**src/rtl/uar_cfg.svh**
```systemverilog
// register map, fields, reset values and timing counts of the async receiver
//
// Contract
// - sample receive pin at sixteen times baud
// - shift register advances once per bit
// - receive only while continuous receive enabled
// - stop bit moves character into fifo
// - transfer into fifo sets receive flag
// - receive-flag interrupt only while rie set; event interrupts need only their ien bit
// - flag read-only, cleared when fifo empty
// - two-entry fifo plus shifting third character
// - full fifo at stop sets overrun, drops
// - overrun cleared only by enable toggle
// - overrun blocks all transfers into fifo; reads still drain it
// - stop bit zero sets framing error
// - framing and ninth bit stored per entry
`ifndef UAR_CFG_SVH
`define UAR_CFG_SVH
`define UAR_CTRL_ADDR      12'h000
`define UAR_DATA_ADDR      12'h004
`define UAR_FLAG_ADDR      12'h008
`define UAR_IEN_ADDR       12'h00C
`define UAR_ICLR_ADDR      12'h010
`define UAR_BAUD_ADDR      12'h014
`define UAR_OVERRUN_ERROR_BIT       1
`define UAR_FRAMING_ERROR_BIT       2
`define UAR_CONTINUOUS_RECEIVE_ENABLE_BIT       4
`define UAR_RX9_BIT        6
`define UAR_NINTH_RECEIVED_BIT_BIT       0
`define UAR_RCV_FLAG_BIT   5
`define UAR_EV_OVR_BIT     1
`define UAR_EV_FRM_BIT     2
`define UAR_OVERSAMPLE     16
`define UAR_MID_TICK       4'h7
`define UAR_BAUD_RESET     16'h0035
`endif

```
**src/rtl/uar_pkg.sv**
```systemverilog
// types of the async receiver
package uar_pkg;
  typedef enum logic [3:0] {
    UAR_IDLE  = 4'b0001,
    UAR_START = 4'b0010,
    UAR_DATA  = 4'b0100,
    UAR_STOP  = 4'b1000
  } uar_state_type;
  typedef logic [31:0] uar_word_type;
endpackage : uar_pkg

```
**src/rtl/uar_receiver.sv**
```systemverilog
// async serial receiver with two-entry fifo and apb registers
//
// The APB interface to the registers and the register addresses were chosen for this implementation.
`timescale 1ns/1ps
`include "uar_cfg.svh"
module uar_receiver #(
  parameter int FIFO_DEPTH = 2
) (
  input  wire logic              pclk,
  input  wire logic              presetn,
  input  wire logic              psel,
  input  wire logic              penable,
  input  wire logic              pwrite,
  input  wire logic [11:0]       paddr,
  input  wire uar_pkg::uar_word_type pwdata,
  output uar_pkg::uar_word_type  prdata,
  output logic                   pready,
  output logic                   pslverr,
  input  wire logic              receive_input_pin,
  output logic                   irq
);
  import uar_pkg::*;

  // register state
  logic              continuous_receive_enable_q, continuous_receive_enable_d;
  logic              rx9_q, rx9_d;
  logic              rie_q, rie_d;
  logic [15:0]       baud_q, baud_d;
  logic [2:0]        ien_q, ien_d;
  logic [2:0]        evt_q, evt_d;
  logic              overrun_error_q, overrun_error_d;
  logic [10:0]       mem_q [FIFO_DEPTH];
  logic [10:0]       mem_d [FIFO_DEPTH];
  logic [1:0]        cnt_q, cnt_d;
  logic              rdp_q, rdp_d;
  logic              wrp_q, wrp_d;
  uar_word_type      prdata_q, prdata_d;
  logic              pready_q, pready_d;
  logic              pslverr_q, pslverr_d;
  logic              irq_q, irq_d;
  // receiver state
  uar_state_type     st_q, st_d;
  logic [15:0]       div_q, div_d;
  logic [3:0]        tick_q, tick_d;
  logic [3:0]        bit_q, bit_d;
  logic [8:0]        shreg_q, shreg_d;
  logic              pin_q;

  logic acc, wr, rd, os_tick, done, stop_val, push, data_rd;
  logic [10:0] head;

  assign acc     = psel && penable && !pready_q;
  assign wr      = acc && pwrite;
  assign rd      = acc && !pwrite;
  assign data_rd = rd && (paddr == `UAR_DATA_ADDR);
  assign head    = mem_q[rdp_q];
  assign os_tick = (div_q == 16'h0000);

  // receive machine
  always_comb begin
    st_d     = st_q;
    div_d    = os_tick ? baud_q : div_q - 16'h0001;
    tick_d   = tick_q;
    bit_d    = bit_q;
    shreg_d  = shreg_q;
    done     = 1'b0;
    stop_val = 1'b0;
    // receive only when enabled; disable resets receive logic
    if (!continuous_receive_enable_q) begin
      st_d   = UAR_IDLE;
      div_d  = baud_q;
      tick_d = 4'h0;
    end else if (os_tick) begin
      tick_d = tick_q + 4'h1;
      unique case (st_q)
        UAR_IDLE: begin
          tick_d = 4'h0;
          if (!pin_q) st_d = UAR_START;
        end
        UAR_START: begin
          if (tick_q == `UAR_MID_TICK) begin
            tick_d = 4'h0;
            bit_d  = 4'h0;
            st_d   = pin_q ? UAR_IDLE : UAR_DATA;
          end
        end
        UAR_DATA: begin
          if (tick_q == 4'hF) begin
            shreg_d = {pin_q, shreg_q[8:1]};
            bit_d   = bit_q + 4'h1;
            if (bit_q == (rx9_q ? 4'h8 : 4'h7)) st_d = UAR_STOP;
          end
        end
        UAR_STOP: begin
          if (tick_q == 4'hF) begin
            done     = 1'b1;
            stop_val = pin_q;
            st_d     = UAR_IDLE;
          end
        end
        default: st_d = UAR_IDLE;
      endcase
    end
  end

  always_ff @(posedge pclk or negedge presetn) begin
    if (!presetn) begin
      st_q    <= UAR_IDLE;
      div_q   <= 16'h0000;
      tick_q  <= 4'h0;
      bit_q   <= 4'h0;
      shreg_q <= 9'h000;
      pin_q   <= 1'b1;
    end else begin
      st_q    <= st_d;
      div_q   <= div_d;
      tick_q  <= tick_d;
      bit_q   <= bit_d;
      shreg_q <= shreg_d;
      pin_q   <= receive_input_pin;
    end
  end

  // push when room; blocked by overrun
  assign push = done && !overrun_error_q && (cnt_q != 2'(FIFO_DEPTH));

  // fifo, flags and apb
  always_comb begin
    logic [8:0] ch;
    ch = rx9_q ? shreg_q : {1'b0, shreg_q[8:1]};
    continuous_receive_enable_d = continuous_receive_enable_q;
    rx9_d  = rx9_q;
    rie_d  = rie_q;
    baud_d = baud_q;
    ien_d  = ien_q;
    evt_d  = evt_q;
    overrun_error_d = overrun_error_q;
    mem_d  = mem_q;
    cnt_d  = cnt_q;
    rdp_d  = rdp_q;
    wrp_d  = wrp_q;
    prdata_d  = 32'h0000_0000;
    pslverr_d = 1'b0;
    pready_d  = acc;
    if (wr) begin
      unique case (paddr)
        `UAR_CTRL_ADDR: begin
          continuous_receive_enable_d = pwdata[`UAR_CONTINUOUS_RECEIVE_ENABLE_BIT];
          rx9_d  = pwdata[`UAR_RX9_BIT];
          // clearing enable resets receive logic and overrun
          if (!pwdata[`UAR_CONTINUOUS_RECEIVE_ENABLE_BIT]) overrun_error_d = 1'b0;
        end
        `UAR_FLAG_ADDR: rie_d = pwdata[`UAR_RCV_FLAG_BIT];
        `UAR_IEN_ADDR:  ien_d = pwdata[2:0];
        `UAR_ICLR_ADDR: evt_d = evt_q & ~pwdata[2:0];
        `UAR_BAUD_ADDR: baud_d = pwdata[15:0];
        `UAR_DATA_ADDR: ;
        default: pslverr_d = 1'b1;
      endcase
    end
    if (rd) begin
      unique case (paddr)
        // status shows head entry's framing and ninth bit
        `UAR_CTRL_ADDR: begin
          prdata_d[`UAR_CONTINUOUS_RECEIVE_ENABLE_BIT] = continuous_receive_enable_q;
          prdata_d[`UAR_RX9_BIT]  = rx9_q;
          prdata_d[`UAR_OVERRUN_ERROR_BIT] = overrun_error_q;
          prdata_d[`UAR_FRAMING_ERROR_BIT] = (cnt_q != 2'h0) && head[10];
          prdata_d[`UAR_NINTH_RECEIVED_BIT_BIT] = (cnt_q != 2'h0) && head[8];
        end
        `UAR_DATA_ADDR: prdata_d[7:0] = head[7:0];
        // flag is read-only, mirrors nonempty fifo
        `UAR_FLAG_ADDR: prdata_d[`UAR_RCV_FLAG_BIT] = (cnt_q != 2'h0);
        `UAR_IEN_ADDR:  prdata_d = {29'h0, evt_q};
        `UAR_BAUD_ADDR: prdata_d = {16'h0, baud_q};
        `UAR_ICLR_ADDR: ;
        default: pslverr_d = 1'b1;
      endcase
    end
    if (data_rd && cnt_q != 2'h0) begin
      rdp_d = ~rdp_q;
      cnt_d = cnt_d - 2'h1;
    end
    // stop zero marks framing error in entry
    if (push) begin
      mem_d[wrp_q] = {~stop_val, 1'b0, ch};
      wrp_d = ~wrp_q;
      cnt_d = cnt_d + 2'h1;
      evt_d[0] = 1'b1;
    end
    if (done && !stop_val) evt_d[`UAR_EV_FRM_BIT] = 1'b1;
    // full fifo at stop: overrun, character lost
    if (done && !overrun_error_q && cnt_q == 2'(FIFO_DEPTH)) begin
      overrun_error_d = 1'b1;
      evt_d[`UAR_EV_OVR_BIT] = 1'b1;
    end
    // flag gated by enable; event bits by enable reg
    irq_d = (rie_q && cnt_d != 2'h0) || |(evt_d & ien_q);
  end

  always_ff @(posedge pclk or negedge presetn) begin
    if (!presetn) begin
      continuous_receive_enable_q <= 1'b0;
      rx9_q  <= 1'b0;
      rie_q  <= 1'b0;
      baud_q <= `UAR_BAUD_RESET;
      ien_q  <= 3'h0;
      evt_q  <= 3'h0;
      overrun_error_q <= 1'b0;
      mem_q  <= '{default: 11'h000};
      cnt_q  <= 2'h0;
      rdp_q  <= 1'b0;
      wrp_q  <= 1'b0;
      prdata_q  <= 32'h0000_0000;
      pready_q  <= 1'b0;
      pslverr_q <= 1'b0;
      irq_q     <= 1'b0;
    end else begin
      continuous_receive_enable_q <= continuous_receive_enable_d;
      rx9_q  <= rx9_d;
      rie_q  <= rie_d;
      baud_q <= baud_d;
      ien_q  <= ien_d;
      evt_q  <= evt_d;
      overrun_error_q <= overrun_error_d;
      mem_q  <= mem_d;
      cnt_q  <= cnt_d;
      rdp_q  <= rdp_d;
      wrp_q  <= wrp_d;
      prdata_q  <= prdata_d;
      pready_q  <= pready_d;
      pslverr_q <= pslverr_d;
      irq_q     <= irq_d;
    end
  end

  assign prdata  = prdata_q;
  assign pready  = pready_q;
  assign pslverr = pslverr_q;
  assign irq     = irq_q;

  overrun_blocks_a: assert property (@(posedge pclk) disable iff (!presetn)
    overrun_error_q |=> $stable(wrp_q) || !overrun_error_q)
    else $error("fifo written during overrun");
  overrun_sets_a: assert property (@(posedge pclk) disable iff (!presetn)
    (done && cnt_q == 2'h2) |=> overrun_error_q)
    else $error("overrun not set");
  push_count_a: assert property (@(posedge pclk) disable iff (!presetn)
    (push && !data_rd) |=> cnt_q == $past(cnt_q) + 2'h1)
    else $error("push lost");
  fifo_bound_a: assert property (@(posedge pclk) disable iff (!presetn)
    cnt_q <= 2'h2)
    else $error("fifo overfilled");
  disabled_idle_a: assert property (@(posedge pclk) disable iff (!presetn)
    !continuous_receive_enable_q |=> st_q == UAR_IDLE)
    else $error("receiving while disabled");
  irq_gate_a: assert property (@(posedge pclk) disable iff (!presetn)
    (!rie_q && ien_q == 3'h0) [*2] |-> !irq_q)
    else $error("irq without enable");
  frame_event_a: assert property (@(posedge pclk) disable iff (!presetn)
    (done && !stop_val) |=> evt_q[`UAR_EV_FRM_BIT])
    else $error("framing event missing");
  overrun_clr_a: assert property (@(posedge pclk) disable iff (!presetn)
    (wr && paddr == `UAR_CTRL_ADDR && !pwdata[`UAR_CONTINUOUS_RECEIVE_ENABLE_BIT]) |=> !overrun_error_q)
    else $error("overrun not cleared");
  start_mid_a: assert property (@(posedge pclk) disable iff (!presetn)
    (st_q == UAR_START && st_d == UAR_DATA) |-> !pin_q)
    else $error("start bit not low at mid");
  apb_answer_a: assert property (@(posedge pclk) disable iff (!presetn)
    acc |=> pready_q ##1 !pready_q)
    else $error("apb answer not one cycle");
  flag_clear_a: assert property (@(posedge pclk) disable iff (!presetn)
    (data_rd && cnt_q == 2'h1 && !push) |=> cnt_q == 2'h0)
    else $error("flag stays after last read");
  rcv_irq_a: assert property (@(posedge pclk) disable iff (!presetn)
    (rie_q && push) |=> irq_q)
    else $error("receive irq missing");
  start_glitch_a: assert property (@(posedge pclk) disable iff (!presetn)
    (st_q == UAR_START && os_tick && tick_q == `UAR_MID_TICK && pin_q) |=> st_q == UAR_IDLE)
    else $error("false start not rejected");

  char_c: cover property (@(posedge pclk) disable iff (!presetn) push);
  full_c: cover property (@(posedge pclk) disable iff (!presetn) cnt_q == 2'h2);
  ovr_c: cover property (@(posedge pclk) disable iff (!presetn) $rose(overrun_error_q));
  frm_c: cover property (@(posedge pclk) disable iff (!presetn) done && !stop_val);
  nine_c: cover property (@(posedge pclk) disable iff (!presetn) rx9_q && push);
endmodule : uar_receiver

```
**config.mk**
```make
export PLATFORM = sky130hd
export DESIGN_NAME = uar_receiver
export DESIGN_NICKNAME = d
export VERILOG_FILES = /design/src/rtl/uar_pkg.sv /design/src/rtl/uar_receiver.sv
export VERILOG_INCLUDE_DIRS = /design/src /design/src/rtl
export SDC_FILE = /design/constraint.sdc
export NUM_CORES = 1
export LEC_CHECK = 0
export ABC_AREA = 1
export BUFFER_PORTS_ARGS = -buffer_cell sky130_fd_sc_hd__buf_2
export CORE_AREA = 2 2 127 92
export CTS_CLUSTER_SIZE = 16
export DETAILED_ROUTE_END_ITERATION = 7
export DIE_AREA = 0 0 129 94
export GPL_TIMING_DRIVEN = 0
export PLACE_DENSITY = 0.71
export SLEW_MARGIN = 20
export SYNTH_ARGS = -nofsm -noshare
export SYNTH_HDL_FRONTEND = slang
export SYNTH_SLANG_ARGS = --single-unit
```
**constraint.sdc**
```tcl
create_clock -name pclk -period 2 [get_ports pclk]
set_input_delay 0 -clock pclk [delete_from_list [all_inputs] [get_ports pclk]]
set_output_delay 0 -clock pclk [all_outputs]
set_load 0.02 [all_outputs]
```
==> metrics <==
crit path launch type=register; final core utilization=0.5929; Commonest cells post-synth=nand2_1, dfrtp_1, nor2_1; Worst Tran Pin Value=0.6693 ns; pre-CTS WS=0.04955 ns; Slew Limit Fails=0; first-pass GRT wire length=20400 um; Hold Fails Final Rpt=0; wire per inst=14.55 um; PnR Total Power=4.178 mW; Netlist cell types=47; Sw Pwr=0.9363 mW; Die Wd=129 um; count leader, synth=nand2_1; routed vias=4456; Synth area leader=dfrtp_1; R2R depth=12; P_int=3.241 mW; largest cells by area after synthesis=dfrtp_1, nand2_1, o21ai_0; grt met3 use=0.04271; Mapped Avg Cell Area=8.752 sq um; Ant. Diodes=0; Crit path required time=2.22 ns; Tcrit/Tclk final=0.9766; Setup violations, final=0; vias in the first global route=4130; GP Congestion=0.8873; Detailed Place HPWL=9258 um; iteration-0 DRC count of the detailed router=313; row cnt=32; Critical Path Fanout Max=10; Critical Path AT=2.17 ns; leakage=3.181 nW; maximum clock frequency=512.0 MHz; Via-to-Cell Ratio=5.110; Final min period=1.953 ns; global route total overflow=0; synthesis-stage register bit count=107; initial antenna violation count=0; FF-to-FF End=mem_q[13]; Area Overhead vs Synth=20.70%; Setup crit start=div_q[0]; clock buffer depth=2; clk root buf=clkbuf_16; IO buf count=52; # clock sinks=107; GRT met2 Usage=0.3347; Cell Pwr Density=649.3 nW/um^2; DR DRC count=0; Die H=94 um; core area=10850 sq um; Switching Fraction=0.2241; critical path class=register to register; clock power share=0.428; H-tree depth reported by CTS=3; min-delay worst type=input pin to register; Max-slew headroom=0.5491; share of post-route cells with drive strength above 1=0.2170; die area=12130 sq um; Worst R2R Setup Slack=0.05 ns; M1 GR Usage=0.3224; peak supply drop=0.4137 mV; Comb pwr share=0.052; status=complete, no violations; Top Ports=85; max_cap viols=0; PnR worst setup slack=0.04690 ns; gr busiest metal=met2; clock network latency to the later pin of the worst-skew pair=0.35 ns; setup TNS=0 ns; Fill cells=968; CP endpoint kind=register; maximum number of pins on one net before global-route repair=80; CTS tree=built; Post-Syn Instances=609; initial core utilization=0.4912; Final #Nets=770; async set-reset flop share out of synthesis=1.000; Main synth FF type=dfrtp_1; number of flops mapped to enable cells by yosys=0; worst setup path endpoint=mem_q[13]; total clock buffers created by CTS=9; post-route ant nets=0; Clock Skew=0.01072 ns; sequential share of power=0.520; Yosys Warn Count=0; GRT Resource Usage Total=0.2194; non-filler cells, final=872; DRT Pass-1 Iters=5; Clock transition at path regs=0.08 ns; dpl cells=830; RR Startpoint=div_q[0]; synthesized area=5330 sq um; Synth top area share=0.4742; final WL=12690 um; Seq/Total Area, Yosys=0.5038; Worst Hold Depth=3
[how the worst min path moves through the flow]
stage	from	end	slack (ns)
floorplan	presetn	baud_q[10]	-0.30
global placement	receive_input_pin	pin_q	0.11
detailed placement	presetn	div_q[9]	-0.11
CTS	paddr[4]	prdata[12]	0.03
global route	paddr[4]	prdata[12]	0.06
finish	paddr[4]	prdata[11]	0.05
[cell type report]
class	count	area (sq um)	share of cell area
timing repair buffer	79	539.3	0.08382
multi-input combinational	428	2268	0.3526
clock buffer	10	229.0	0.03559
buffer	30	225.2	0.03501
tap	153	191.4	0.02976
clock inverter	6	72.57	0.01128
inverter	59	222.7	0.03462
sequential	107	2685	0.4173
[layer usage]
metal	share of wire	wire length, um
met5	0	0
met4	0.013	169
met3	0.056	711
met2	0.45	5673
met1	0.48	6134
[stage by stage]
stage	hold WS [ns]	area (sq um)
finish	0.05413	6434
global route	0.06206	6434
CTS	0.03329	6374
detailed placement	-0.1073	5872
global placement	0.1081	5838
floorplan	-0.2956	5386
[worst max-delay path, stage by stage (launching register included)]
cell     delay, ns
dfrtp_1       0.41
inv_2         0.07
ha_2          0.19
nand2_1       0.09
nor2_2        0.12
nand2_2       0.09
nor2_4        0.19
nand3_2       0.11
nor2_4        0.18
nand2_2       0.09
buf_6         0.15
nand2_1       0.07
o21ai_2       0.05
[cells by family after synthesis]
family                   count (synthesis)  share of synthesized area
AO/OA/AOI/OAI                          101                     0.1124
XOR/XNOR                                15                    0.02465
adder cells (fa/ha/maj)                  6                    0.01408
buffers and inverters                   89                    0.08403
flip-flops                             107                     0.5038
multiplexers                            11                    0.02887
other                                    1                  0.0007035
AND/OR/NAND/NOR                        279                     0.2315
[timing repair]
item / CTS / global route
resized for setup: 0 / 5
setup endpoints to repair: 0 / 33
buffers inserted: 0 / 6
hold endpoints to repair: 131 / 0
hold buffers: 20 / 0
[power by group through the flow]
stage          clock network (mW)  registers, mW  logic (mW)
3_3_place_gp                    0           2.21       0.176
5_1_grt                      1.90           2.17       0.243
2_1_floorplan                   0           2.22      0.0818
3_5_place_dp                    0           2.21       0.187
4_1_cts                      1.83           2.17       0.218
6_report                     1.79           2.17       0.217
[flip-flops by register name, summed over array words and instances, names as in the netlist, 4 cells and up]
name	flops
baud_q	16
tick_q	4
shreg_q	9
bit_q	4
prdata	16
div_q	16
st_q	4
mem_q	20
[cell usage in the layout, fill, tap and decap left out, types with 9 or more instances in the layout]
cell type / count
buf_4: 23
clkbuf_16: 9
nor3_1: 12
dlygate4sd3_1: 20
o21ai_0: 43
inv_1: 51
conb_1: 16
nand2_1: 157
nand3_1: 23
a21oi_1: 10
dfrtp_1: 101
o21ai_1: 21
buf_2: 54
nor2_1: 55
No activity file was read; power rests on OpenSTA's default activity.
